**src/hdl/rmsw_defs.vh**
```
// Constants for the redundant master switch-over controller.
// Assumes inclusion by bare name from each design file that needs them.
`ifndef RMSW_DEFS_VH
`define RMSW_DEFS_VH

// Clock and time base
`define RMSW_CLK_NS        5
`define RMSW_MS_NS         1000000
`define RMSW_MS_CYCLES     (`RMSW_MS_NS / `RMSW_CLK_NS)

// Register byte offsets
`define RMSW_OFF_CTRL      4'h0
`define RMSW_OFF_WDOG      4'h4
`define RMSW_OFF_APPTO     4'h8
`define RMSW_OFF_STATUS    4'hC

// Control register fields
`define RMSW_CTRL_MODE_LO  0
`define RMSW_CTRL_MODE_HI  1
`define RMSW_CTRL_MANUAL   2

// Trigger modes
`define RMSW_TRIG_PROTO    2'h0
`define RMSW_TRIG_APP      2'h1
`define RMSW_TRIG_NET      2'h2

// Reset values
`define RMSW_WDOG_RST      16'h0064
`define RMSW_APPTO_RST     8'h14

// Timing figures in ms
`define RMSW_BUSFAIL_MIN   16'h000A
`define RMSW_APPTO_STEP    16'h000A

// Station address range
`define RMSW_ADDR_MAX      7'h63

// Output data byte 0 command bits
`define RMSW_CMD_TO_A      0
`define RMSW_CMD_TO_B      1

// Status register fields
`define RMSW_ST_ECHO_LO    8
`define RMSW_ST_ADDR_LO    16
`define RMSW_ST_INIT       24

// AXI responses
`define RMSW_RESP_OKAY     2'h0
`define RMSW_RESP_SLVERR   2'h2

`endif

```
**src/hdl/rmsw_ctrl.v**
```verilog
// Redundant master switch-over controller: picks master A or B for one bus segment.
// Assumes exchange strobes and output bytes come from same-clock logic, link and address
// inputs from pins, and software on an AXI4-Lite port for configuration and status.
//
// Function
// - Protocol trigger mode: after restart connect to the master that connects first.
// - Initial: neither active keeps position, both active picks A, else the active one.
// - One station address 0-99 from the selector serves both masters.
// - Application mode watches bus traffic and alive counter; failure switches to standby.
// - Automatic switch-overs only in automatic mode; manual mode keeps position.
// - Automatic switch-over only when the standby master is alive.
// - Bus failure switches after half the slave watchdog, at least 10 ms.
// - Alive counter unchanged for the application timeout causes a switch-over.
// - With both masters failed no switch-over happens.
// - Application timeout set in 10 ms steps, default 200 ms.
// - Application mode: after restart connect to the master first changing its counter.
// - 16 output bytes: byte 0 command, byte 1 alive counter, rest ignored.
// - Rising edge of command bit 0 selects A, bit 1 selects B.
// - Manual switch commands are carried out unconditionally.
// - Alive supervision stays off until the counter first changes after restart.
// - 16 input bytes: byte 0 state bits, byte 1 alive echo, rest reserved.
// - State byte: bit0 manual, bit1 on B, bit2 A alive, bit3 B alive.
// - Latest received alive counter is echoed in input byte 1.
// - Network mode: after restart connect to the master first sending alive message.
//
// The AXI4-Lite interface to the registers and the register offsets were chosen for this implementation.
`timescale 1ns/10ps
`default_nettype none
`include "rmsw_defs.vh"

module rmsw_ctrl #(
  parameter MS_CYCLES = `RMSW_MS_CYCLES
) (
  input  wire        aclk,
  input  wire        aresetn,
  // AXI4-Lite slave
  input  wire [3:0]  s_axi_awaddr,
  input  wire        s_axi_awvalid,
  output reg         s_axi_awready,
  input  wire [31:0] s_axi_wdata,
  input  wire [3:0]  s_axi_wstrb,
  input  wire        s_axi_wvalid,
  output reg         s_axi_wready,
  output reg  [1:0]  s_axi_bresp,
  output reg         s_axi_bvalid,
  input  wire        s_axi_bready,
  input  wire [3:0]  s_axi_araddr,
  input  wire        s_axi_arvalid,
  output reg         s_axi_arready,
  output reg  [31:0] s_axi_rdata,
  output reg  [1:0]  s_axi_rresp,
  output reg         s_axi_rvalid,
  input  wire        s_axi_rready,
  // Per-master link and cyclic output data
  input  wire        link_up_a,
  input  wire        link_up_b,
  input  wire        xchg_a,
  input  wire        xchg_b,
  input  wire [7:0]  out_cmd_a,
  input  wire [7:0]  out_cmd_b,
  input  wire [7:0]  out_alive_a,
  input  wire [7:0]  out_alive_b,
  input  wire        alive_msg_a,
  input  wire        alive_msg_b,
  input  wire [6:0]  addr_sel,
  // Switch and cyclic input data
  output reg         switch_b,
  output reg  [6:0]  station_addr,
  output reg  [7:0]  in_state,
  output reg  [7:0]  in_echo
);

  ////////////////////////////////////////////////////////////////////////////
  // Pin synchronisation and ms tick

  wire [8:0] sync_q;
  wire       lnk_a = sync_q[0];
  wire       lnk_b = sync_q[1];
  wire [6:0] addr_s = sync_q[8:2];

  rmsw_sync #(.W(9)) u_sync (
    .aclk    (aclk),
    .aresetn (aresetn),
    .d       ({addr_sel, link_up_b, link_up_a}),
    .q       (sync_q)
  );

  reg [31:0] pre_cnt;
  reg        ms_tick;

  always @(posedge aclk) begin
    if (!aresetn) begin
      pre_cnt <= 32'h00000000;
      ms_tick <= 1'b0;
    end else if (pre_cnt >= MS_CYCLES - 1) begin
      pre_cnt <= 32'h00000000;
      ms_tick <= 1'b1;
    end else begin
      pre_cnt <= pre_cnt + 32'h00000001;
      ms_tick <= 1'b0;
    end
  end

  ////////////////////////////////////////////////////////////////////////////
  // Configuration registers

  reg  [1:0]  trig_mode;
  reg         op_manual;
  reg  [15:0] wdog_ms;
  reg  [7:0]  appto_steps;

  wire [15:0] half_wdog = {1'b0, wdog_ms[15:1]};
  wire [15:0] bus_limit = (half_wdog < `RMSW_BUSFAIL_MIN) ? `RMSW_BUSFAIL_MIN
                                                          : half_wdog;
  wire [23:0] app_prod  = appto_steps * `RMSW_APPTO_STEP;
  wire [15:0] app_limit = (appto_steps == 8'h00) ? `RMSW_APPTO_STEP : app_prod[15:0];

  wire mode_app = (trig_mode == `RMSW_TRIG_APP);
  wire mode_net = (trig_mode == `RMSW_TRIG_NET);

  ////////////////////////////////////////////////////////////////////////////
  // Per-master output data tracking

  reg [7:0] prev_cmd_a;
  reg [7:0] prev_cmd_b;
  reg [7:0] prev_alv_a;
  reg [7:0] prev_alv_b;
  reg       seen_a;
  reg       seen_b;
  reg       started_a;
  reg       started_b;

  // Only bytes 0 and 1 are presented; reserved bytes never reach this block
  wire chg_a  = xchg_a && seen_a && (out_alive_a != prev_alv_a);
  wire chg_b  = xchg_b && seen_b && (out_alive_b != prev_alv_b);
  wire kick_a = mode_net ? alive_msg_a : chg_a;
  wire kick_b = mode_net ? alive_msg_b : chg_b;

  wire rise_a_to_a = xchg_a && seen_a && out_cmd_a[`RMSW_CMD_TO_A]
                     && !prev_cmd_a[`RMSW_CMD_TO_A];
  wire rise_a_to_b = xchg_a && seen_a && out_cmd_a[`RMSW_CMD_TO_B]
                     && !prev_cmd_a[`RMSW_CMD_TO_B];
  wire rise_b_to_a = xchg_b && seen_b && out_cmd_b[`RMSW_CMD_TO_A]
                     && !prev_cmd_b[`RMSW_CMD_TO_A];
  wire rise_b_to_b = xchg_b && seen_b && out_cmd_b[`RMSW_CMD_TO_B]
                     && !prev_cmd_b[`RMSW_CMD_TO_B];
  wire man_to_a = rise_a_to_a || rise_b_to_a;
  wire man_to_b = rise_a_to_b || rise_b_to_b;

  always @(posedge aclk) begin
    if (!aresetn) begin
      prev_cmd_a <= 8'h00;
      prev_cmd_b <= 8'h00;
      prev_alv_a <= 8'h00;
      prev_alv_b <= 8'h00;
      seen_a     <= 1'b0;
      seen_b     <= 1'b0;
      started_a  <= 1'b0;
      started_b  <= 1'b0;
      in_echo    <= 8'h00;
    end else begin
      if (xchg_a) begin
        prev_cmd_a <= out_cmd_a;
        prev_alv_a <= out_alive_a;
        seen_a     <= 1'b1;
      end
      if (xchg_b) begin
        prev_cmd_b <= out_cmd_b;
        prev_alv_b <= out_alive_b;
        seen_b     <= 1'b1;
      end
      if (xchg_b) begin
        in_echo <= out_alive_b;
      end else if (xchg_a) begin
        in_echo <= out_alive_a;
      end
      // Supervision arms on the first kick: counter change, or alive message in network mode
      if (kick_a) begin
        started_a <= 1'b1;
      end
      if (kick_b) begin
        started_b <= 1'b1;
      end
    end
  end

  ////////////////////////////////////////////////////////////////////////////
  // Timeout supervisors

  wire bus_exp_a;
  wire bus_exp_b;
  wire alv_exp_a;
  wire alv_exp_b;

  rmsw_tmo u_bus_a (
    .aclk(aclk), .aresetn(aresetn), .tick(ms_tick),
    .kick(lnk_a), .limit(bus_limit), .expired(bus_exp_a)
  );
  rmsw_tmo u_bus_b (
    .aclk(aclk), .aresetn(aresetn), .tick(ms_tick),
    .kick(lnk_b), .limit(bus_limit), .expired(bus_exp_b)
  );
  rmsw_tmo u_alv_a (
    .aclk(aclk), .aresetn(aresetn), .tick(ms_tick),
    .kick(kick_a || !started_a), .limit(app_limit), .expired(alv_exp_a)
  );
  rmsw_tmo u_alv_b (
    .aclk(aclk), .aresetn(aresetn), .tick(ms_tick),
    .kick(kick_b || !started_b), .limit(app_limit), .expired(alv_exp_b)
  );

  // Alive per master as the active trigger mode sees it
  wire app_ok_a = started_a && !alv_exp_a;
  wire app_ok_b = started_b && !alv_exp_b;
  wire bus_ok_a = lnk_a && !bus_exp_a;
  wire bus_ok_b = lnk_b && !bus_exp_b;
  wire alive_a  = mode_net ? app_ok_a : (mode_app ? (app_ok_a && !bus_exp_a) : bus_ok_a);
  wire alive_b  = mode_net ? app_ok_b : (mode_app ? (app_ok_b && !bus_exp_b) : bus_ok_b);

  // Failure of the operating master; an unarmed counter never fails
  wire fail_a = bus_exp_a || ((mode_app || mode_net) && started_a && alv_exp_a);
  wire fail_b = bus_exp_b || ((mode_app || mode_net) && started_b && alv_exp_b);

  ////////////////////////////////////////////////////////////////////////////
  // Switch position

  localparam ST_INIT = 1'b0;
  localparam ST_RUN  = 1'b1;

  reg state;

  always @(posedge aclk) begin
    if (!aresetn) begin
      state    <= ST_INIT;
      switch_b <= 1'b0;
    end else begin
      case (state)
        ST_INIT: begin
          // First master to connect, alive or message wins; a tie picks A
          if (man_to_a || man_to_b) begin
            switch_b <= man_to_b && !man_to_a;
            state    <= ST_RUN;
          end else if (alive_a) begin
            switch_b <= 1'b0;
            state    <= ST_RUN;
          end else if (alive_b) begin
            switch_b <= 1'b1;
            state    <= ST_RUN;
          end
        end
        ST_RUN: begin
          if (man_to_a) begin
            switch_b <= 1'b0;
          end else if (man_to_b) begin
            switch_b <= 1'b1;
          end else if (!op_manual) begin
            // Standby must be alive, which also blocks switching when both failed
            if (!switch_b && fail_a && alive_b) begin
              switch_b <= 1'b1;
            end else if (switch_b && fail_b && alive_a) begin
              switch_b <= 1'b0;
            end
          end
        end
        default: begin
          state <= ST_INIT;
        end
      endcase
    end
  end

  ////////////////////////////////////////////////////////////////////////////
  // Station address and state byte

  always @(posedge aclk) begin
    if (!aresetn) begin
      station_addr <= 7'h00;
      in_state     <= 8'h00;
    end else begin
      // Out-of-range selector settings keep the last valid address
      if (addr_s <= `RMSW_ADDR_MAX) begin
        station_addr <= addr_s;
      end
      in_state <= {4'h0, alive_b, alive_a, switch_b, op_manual};
    end
  end

  ////////////////////////////////////////////////////////////////////////////
  // AXI4-Lite slave

  reg [3:0]  aw_addr;
  reg        aw_held;
  reg [31:0] w_data;
  reg [3:0]  w_strb;
  reg        w_held;

  wire do_write = aw_held && w_held && !s_axi_bvalid;

  always @(posedge aclk) begin
    if (!aresetn) begin
      s_axi_awready <= 1'b1;
      s_axi_wready  <= 1'b1;
      s_axi_bvalid  <= 1'b0;
      s_axi_bresp   <= `RMSW_RESP_OKAY;
      aw_addr       <= 4'h0;
      aw_held       <= 1'b0;
      w_data        <= 32'h00000000;
      w_strb        <= 4'h0;
      w_held        <= 1'b0;
      trig_mode     <= `RMSW_TRIG_PROTO;
      op_manual     <= 1'b0;
      wdog_ms       <= `RMSW_WDOG_RST;
      appto_steps   <= `RMSW_APPTO_RST;
    end else begin
      if (s_axi_awvalid && s_axi_awready) begin
        aw_addr       <= s_axi_awaddr;
        aw_held       <= 1'b1;
        s_axi_awready <= 1'b0;
      end
      if (s_axi_wvalid && s_axi_wready) begin
        w_data       <= s_axi_wdata;
        w_strb       <= s_axi_wstrb;
        w_held       <= 1'b1;
        s_axi_wready <= 1'b0;
      end
      if (do_write) begin
        aw_held      <= 1'b0;
        w_held       <= 1'b0;
        s_axi_bvalid <= 1'b1;
        s_axi_bresp  <= `RMSW_RESP_OKAY;
        case ({aw_addr[3:2], 2'b00})
          `RMSW_OFF_CTRL: begin
            if (w_strb[0]) begin
              trig_mode <= w_data[`RMSW_CTRL_MODE_HI:`RMSW_CTRL_MODE_LO];
              op_manual <= w_data[`RMSW_CTRL_MANUAL];
            end
          end
          `RMSW_OFF_WDOG: begin
            if (w_strb[0]) begin
              wdog_ms[7:0] <= w_data[7:0];
            end
            if (w_strb[1]) begin
              wdog_ms[15:8] <= w_data[15:8];
            end
          end
          `RMSW_OFF_APPTO: begin
            if (w_strb[0]) begin
              appto_steps <= w_data[7:0];
            end
          end
          `RMSW_OFF_STATUS: begin
            s_axi_bresp <= `RMSW_RESP_OKAY;
          end
          default: begin
            s_axi_bresp <= `RMSW_RESP_SLVERR;
          end
        endcase
      end
      if (s_axi_bvalid && s_axi_bready) begin
        s_axi_bvalid  <= 1'b0;
        s_axi_awready <= 1'b1;
        s_axi_wready  <= 1'b1;
      end
    end
  end

  always @(posedge aclk) begin
    if (!aresetn) begin
      s_axi_arready <= 1'b1;
      s_axi_rvalid  <= 1'b0;
      s_axi_rdata   <= 32'h00000000;
      s_axi_rresp   <= `RMSW_RESP_OKAY;
    end else if (s_axi_arvalid && s_axi_arready) begin
      s_axi_arready <= 1'b0;
      s_axi_rvalid  <= 1'b1;
      s_axi_rresp   <= `RMSW_RESP_OKAY;
      s_axi_rdata   <= 32'h00000000;
      case ({s_axi_araddr[3:2], 2'b00})
        `RMSW_OFF_CTRL: begin
          s_axi_rdata[`RMSW_CTRL_MODE_HI:`RMSW_CTRL_MODE_LO] <= trig_mode;
          s_axi_rdata[`RMSW_CTRL_MANUAL] <= op_manual;
        end
        `RMSW_OFF_WDOG: begin
          s_axi_rdata[15:0] <= wdog_ms;
        end
        `RMSW_OFF_APPTO: begin
          s_axi_rdata[7:0] <= appto_steps;
        end
        `RMSW_OFF_STATUS: begin
          s_axi_rdata[7:0] <= in_state;
          s_axi_rdata[`RMSW_ST_ECHO_LO+7:`RMSW_ST_ECHO_LO] <= in_echo;
          s_axi_rdata[`RMSW_ST_ADDR_LO+6:`RMSW_ST_ADDR_LO] <= station_addr;
          s_axi_rdata[`RMSW_ST_INIT] <= state;
        end
        default: begin
          s_axi_rresp <= `RMSW_RESP_SLVERR;
        end
      endcase
    end else if (s_axi_rvalid && s_axi_rready) begin
      s_axi_rvalid  <= 1'b0;
      s_axi_arready <= 1'b1;
    end
  end

endmodule // rmsw_ctrl

`default_nettype wire

```
**src/hdl/rmsw_sync.v**
```verilog
// Three-stage synchroniser for inputs from outside the clock domain.
// Assumes the bits are independent levels; the output follows once stages two and three agree.
`timescale 1ns/10ps
`default_nettype none

module rmsw_sync #(
  parameter W = 1
) (
  input  wire         aclk,
  input  wire         aresetn,
  input  wire [W-1:0] d,
  output reg  [W-1:0] q
);

  reg [W-1:0] s1;
  reg [W-1:0] s2;
  reg [W-1:0] s3;

  genvar i;
  generate
    for (i = 0; i < W; i = i + 1) begin : g_bit
      always @(posedge aclk) begin
        if (!aresetn) begin
          s1[i] <= 1'b0;
          s2[i] <= 1'b0;
          s3[i] <= 1'b0;
          q[i]  <= 1'b0;
        end else begin
          s1[i] <= d[i];
          s2[i] <= s1[i];
          s3[i] <= s2[i];
          // Filters a single-cycle disagreement after metastability
          if (s2[i] == s3[i]) begin
            q[i] <= s3[i];
          end
        end
      end
    end
  endgenerate

endmodule // rmsw_sync

`default_nettype wire

```
**src/hdl/rmsw_tmo.v**
```verilog
// Millisecond timeout supervisor: restarts on kick, flags expiry after limit ms.
// Assumes a one-cycle ms tick from the caller and a limit of at least one.
`timescale 1ns/10ps
`default_nettype none

module rmsw_tmo (
  input  wire        aclk,
  input  wire        aresetn,
  input  wire        tick,
  input  wire        kick,
  input  wire [15:0] limit,
  output reg         expired
);

  reg [15:0] cnt;

  always @(posedge aclk) begin
    if (!aresetn) begin
      cnt     <= 16'h0000;
      expired <= 1'b0;
    end else if (kick) begin
      cnt     <= 16'h0000;
      expired <= 1'b0;
    end else if (tick && !expired) begin
      // Partial first ms counts as whole, so expiry may come up to 1 ms early
      if (cnt + 16'h0001 >= limit) begin
        expired <= 1'b1;
      end else begin
        cnt <= cnt + 16'h0001;
      end
    end
  end

endmodule // rmsw_tmo

`default_nettype wire

```
**config.mk**
```make
export PLATFORM = sky130hd
export DESIGN_NAME = rmsw_ctrl
export DESIGN_NICKNAME = d
export VERILOG_FILES = /design/src/hdl/rmsw_ctrl.v /design/src/hdl/rmsw_sync.v /design/src/hdl/rmsw_tmo.v
export VERILOG_INCLUDE_DIRS = /design/src /design/src/hdl
export SDC_FILE = /design/constraint.sdc
export NUM_CORES = 1
export LEC_CHECK = 0
export BUFFER_PORTS_ARGS = -buffer_cell sky130_fd_sc_hd__buf_2
export CORE_MARGIN = 4
export CORE_UTILIZATION = 53
export DETAILED_ROUTE_END_ITERATION = 7
export GPL_TIMING_DRIVEN = 0
export PLACE_DENSITY = 0.77
export SLEW_MARGIN = 5
export SYNTH_ARGS = -nofsm -noshare
export SYNTH_HDL_FRONTEND = slang
export SYNTH_SLANG_ARGS = --single-unit
```
**constraint.sdc**
```tcl
create_clock -name aclk -period 4.1 [get_ports aclk]
set_clock_uncertainty 0.15 [all_clocks]
set_input_delay 0.205 -clock aclk [delete_from_list [all_inputs] [get_ports aclk]]
set_output_delay 0.205 -clock aclk [all_outputs]
set_load 0.01 [all_outputs]
```
Word level (Yosys, flattened, before mapping) --
Cells that the tools add are included.
Word-level totals: register bits after elaboration 266, input bits 96, output and inout bits 65, word-level logic and storage cells 233
Operators by class: $add $sub $neg 5, $mul 1, $lt $le $gt $ge 7, eq/ne operators 21, muxes and demuxes 33, bitwise logic cells 6, reduce and logical (&&, ||, !) cells 84
Operator list (count):
- adder 16 x 1 -> 16 bit, second input constant | 4
- logical AND 1 bit | 38
- adder 32 x 1 -> 32 bit, second input constant | 1
- greater-or-equal comparator 16 x 12 -> 1 bit | 2
- greater-or-equal comparator 16 x 15 -> 1 bit | 2
- greater-or-equal comparator 32 x 18 -> 1 bit, second input constant | 1
- two-way mux 1 bit | 24
- two-way mux 8 bit | 2
- inequality test 8 bit | 2
- case mux 8 bit (2 select lines) | 1
- AND reduction 2 bit | 8
- < comparator 15 x 4 -> 1 bit, second input constant | 1
- two-way mux 15 bit | 1
- case mux 5 bit (3 select lines) | 1
- AND reduction 3 bit | 5
- OR reduction 2 bit | 7
- zero test 1 bit | 13
- two-way mux 12 bit | 1
- case mux 3 bit (4 select lines) | 1
- multiplier 8 x 3 -> 11 bit, second input constant | 1
- equality test 1 bit | 9
- equality test 2 bit, second input constant | 4
- zero test 8 bit | 1
- logical OR 1 bit | 8
- 9 further kinds | 19

Depth between registers and ports, before layout --
depth in word-level cells 13, gate-level depth with buffers 19, depth with buffers taken out 18

By module --
From an unflattened synthesis, not the netlist that was laid out.
Second synthesis, totals: cells, all modules 1582, area, all modules 13665.6 um^2
By module, submodules not included:
- rmsw_ctrl | instances 1, cells an instance 745, area each 6633.9 um^2, seq. area each 3123.0 um^2
- rmsw_tmo | instances 4, cells an instance 186, area each 1490.2 um^2, seq. area each 340.3 um^2
- rmsw_sync | instances 1, cells an instance 93, area each 1071.0 um^2, seq. area each 720.7 um^2

Worst setup path before layout --
No wires, ideal clock.
path type register -> register, start point reg appto_steps[3], end point reg u_alv_a.cnt[4], data arrival time 3.626 ns, data required time 3.880 ns, setup slack 0.253 ns, cell stages (with the launch flop) 19, path through dfxtp_1 > ha_1 > ha_1 > fa_1 > a21oi_1 > nor2_1 > nor2_1 > o21bai_1 > a21oi_1 > xnor2_1 > nand2_1 > ha_1 > nand2_1 > o21ai_0 > or3_1 > or3_4 > buf_6 > or3_1 > a21oi_1
On the way: cells in the longest elaborated chain, start to end 5, elaborated cells between the ends (all ways) 6
Ends and longest elaborated chain:
- start: declaration | RTL line rmsw_ctrl.v:110 | reg [7:0] appto_steps;
- start signal: assignment | RTL line rmsw_ctrl.v:313 | appto_steps <= `RMSW_APPTO_RST;
- start signal: assignment | RTL line rmsw_ctrl.v:348 | appto_steps <= w_data[7:0];
- multiplier 8 x 3 -> 11 bit (no line) or zero test 8 bit (tied branches)
- two-way mux 12 bit * | RTL line rmsw_ctrl.v:116 | wire [15:0] app_limit = (appto_steps == 8'h00) ? `RMSW_APPTO_STEP : app_prod[15:0];
- greater-or-equal comparator 16 x 12 -> 1 bit * | RTL line rmsw_tmo.v:26 | if (cnt + 16'h0001 >= limit) begin
- inverter 1 bit (no line) *
- AND reduction 2 bit (no line) *
- end signal: assignment | RTL line rmsw_tmo.v:29 | cnt <= cnt + 16'h0001;
- end: declaration | RTL line rmsw_tmo.v:15 | reg [15:0] cnt;
Every way passes the cells marked *; elsewhere a longest branch is shown, timed or not. A chain may end at the register's enable or synchronous reset.

Worst setup path after layout --
start point reg appto_steps[4], end point reg u_alv_a.cnt[4]
Same word-level chain as after synthesis.

==> flow_summary.toml <==
[critical_path]
path_depth = 16
r2r_cells = 16
critPathTopFamily = "simple AND/OR/NAND/NOR gates"
arrival_ns = 4.39
critical_path.max_stage_delay_ns = 0.42
end_kind = "register"
path_cells = "ha_4, ha_1, a21o_1, a21oi_2, o21bai_1, a21oi_2, xnor2_1, nand2_1, ha_1, a21oi_1, o21ai_2, or3_4, or3_4, buf_6, or3_4, a21oi_2"
required_ns = 4.41
startpoint_type = "register"
worstPathMaxFanout = 5
worst-path-buf-inv = 1
critPathKind = "register to register"
slowest_stage = "or3_4"

[power]
p_int_mw = 4.234
power_mw = 5.536
peakVddDrop_mv = 0.3285
p_sw_mw = 1.302
p_clk_share_pct = 45.0
comb_power_share_pct = 7.2
leakage_nw = 6.301
powerDensity_nw_per_um2 = 358.5
seq_power_share_pct = 47.8
switching_share_pct = 23.52

[clock_tree]
cts_root_buf = "clkbuf_16"
clk_latency_ns = 0.56
clk_pin_slew_ns = 0.06
cts_num_sinks = 260
htreeDepth = 1
cts_tree = "built"
clock_path_buffers = 3
cts_buffers = 28

[synth]
synth_top_family_by_area = "simple AND/OR/NAND/NOR gates"
synth_common_cells = "dfxtp_1, nand2_1, nor2_1, xnor2_1, ha_1"
synth_top_area_share_pct = 41.30
synthCells = 1406
yosysWarnings = 0
ys_ff_latch = 260
synth_enable_flop_cells = 0
synth-adder-area-share_pct = 7.207
synthTopCellsByArea = "dfxtp_1, ha_1, xnor2_1"
ys.flop_type = "dfxtp_1"
ys_seq_area_share_pct = 41.30
synth_xor_area_share_pct = 7.644
synth_area_per_cell_sq_um = 8.964
yosysUniqueCellTypes = 63
synth.most_common_cell = "dfxtp_1"
postSynth.asyncResetShare_pct = 0
synthMuxAreaShare_pct = 5.073
synth-simple-area-share_pct = 22.70
synth_area_sq_um = 12600
yosysTopAreaCell = "dfxtp_1"
synth_compound_area_share_pct = 12.23

[finish]
antenna-diode-count = 0
fin_util_pct = 65.98
finalNonFillerCells = 1975
drive_gt1_share_pct = 15.22
fillers = 1879
layout.nets = 1806
layout-area-overhead-vs-synth_pct = 22.51

[drt]
viasPerCell = 5.490
first_iter_violations = 648
drt-pass1-iter-count = 5
final_antenna_net_count = 0
wl_met2_mm = 15.93
met1_length_mm = 13.92
wl_per_cell_microns = 16.84
vias = 10840
top_layer = "met4"
post-route-drc-count = 0
wirelength_mm = 33.25
route.met3.wl_mm = 1.927

[sta]
fin_crit_ns = 4.079
fmax_ghz = 0.2452
worstMarginPinSlew_ns = 0.8199
hold_viol_final = 0
final_max_slew_viol_count = 0
layout_setup_ws_ns = 0.02094
finalSetupViolCount = 0
post-route-period-util_pct = 99.49
whs_ns = 0.02566
max_slew_margin_pct = 45.34
rsz0062_at_grt = "yes"

[worst_hold_path]
whs_path_depth = 4
min-delay-path-class = "input port to register"

[global_routing]
grt_pass1_wl_mm = 52.18
gr-total-overflow = 0
grt.total_usage_pct = 24.32
antenna_found_initial = 0
grt_max_degree = 17
grt_pass1_vias = 10380

[die]
rows = 56
coreArea_sq_um = 23400
io_pins = 161
die_w_microns = 162.2
fp.dieH_microns = 162.2
start_util_pct = 53.85
die_area_sq_um = 26310

[place]
numPortBuffers = 109
dp.cells = 1863
place_congestion = 0.8966
pre_cts_slack_ns = -0.3130
dp_hpwl_mm = 23.42

[outcome]
status = "finished, final reports clean"

[job]
drv_cap = 0
repair_timing:
item	CTS	global route
endpoints found under the hold margin	69	0
gates resized for setup	13	60
gates cloned	0	1
pin swaps	4	23
hold buffers	57	0
setup endpoints to repair	46	49
setup buffers	1	5
cell usage in the layout (no fill, tap or decap), types with 10 or more instances in the layout:
cell and n:
buf_2 115, clkbuf_16 28, mux2i_1 56, a21oi_2 10
a22oi_1 10, dfxtp_1 253, a21boi_0 46, nor3b_1 12
dlygate4sd3_1 57, nand2b_1 17, nand3_1 47, nor2b_1 52
nor2_1 83, o21ai_0 62, conb_1 30, or3_1 19
xor2_1 38, a21oi_1 40, inv_1 36, ha_1 65
nand2_1 160, and2_1 55, nor4_1 18, and3_1 20
nand4_1 20, buf_4 22, xnor2_1 71, clkbuf_1 45
and4_1 10
logic make-up (layout without fill, tap and decap cells):
group / Yosys count / in the layout
buf+inv: 109 / 330
flops: 260 / 260
other cells: 1 / 30
compound gates: 239 / 239
simple gates: 555 / 555
xor+xnor: 110 / 110
fa+ha+maj: 72 / 72
mux: 60 / 60
per-stage QoR:
step           TNS [ns]  instance area (sq um)
3_5_place_dp     -7.274                  13660
5_1_grt         -0.6876                  15440
4_1_cts               0                  15190
6_report              0                  15440
2_1_floorplan         0                  12710
3_3_place_gp     -3.910                  13660
metal layers:
| layer | GRT usage [%] | vias to the layer above |
|---|---|---|
| met4 | 10.38 | 0 |
| met3 | 4.009 | 95 |
| met1 | 30.21 | 5102 |
| met5 | 0 | - |
| li1 | - | 5306 |
| met2 | 41.91 | 339 |
flip-flops by register name, indices dropped and copies added (netlist names), 9 cells and up:
signal / cells
pre_cnt: 32
s_axi_rdata: 24
u_alv_a.cnt: 16
u_alv_b.cnt: 16
u_bus_a.cnt: 16
u_bus_b.cnt: 16
u_sync.q: 9
u_sync.s1: 9
u_sync.s2: 9
u_sync.s3: 9
w_data: 16
wdog_ms: 16
power groups by stage:
stage / logic (mW) / clock network (mW) / registers [mW]
floorplan: 0.210 / 0 / 2.69
global placement: 0.335 / 0 / 2.70
detailed placement: 0.342 / 0 / 2.70
CTS: 0.388 / 2.53 / 2.64
global route: 0.439 / 2.63 / 2.65
finish: 0.400 / 2.49 / 2.64
worst paths after layout:
path                       start              to  slack, ns
setup reg to reg  appto_steps[4]  u_alv_a.cnt[4]       0.02
setup / recovery  appto_steps[4]  u_alv_a.cnt[4]       0.02
hold reg to reg     u_sync.s1[5]    u_sync.s2[5]       0.28
hold / removal            xchg_a       started_a       0.03
layout make-up:
type                       count  area, sq um  share of cell area (%)
buffer                        73        354.1                   2.293
timing repair buffer         173         1166                   7.553
clock buffer                  35        767.0                   4.968
inverter                      36        135.1                  0.8752
multi-input combinational   1066         7241                   46.90
tap                          319        399.1                   2.585
sequential                   260         5221                   33.82
clock inverter                13        156.4                   1.013
worst min-delay path: cells and delay by family:
| kind | cells | cell delay (ns) |
|---|---|---|
| AO/OA/AOI/OAI | 2 | 0.27 |
| buffers and inverters | 1 | 0.11 |
| AND/OR/NAND/NOR | 1 | 0.08 |
Note: power is estimated with default switching activity, not from simulation.
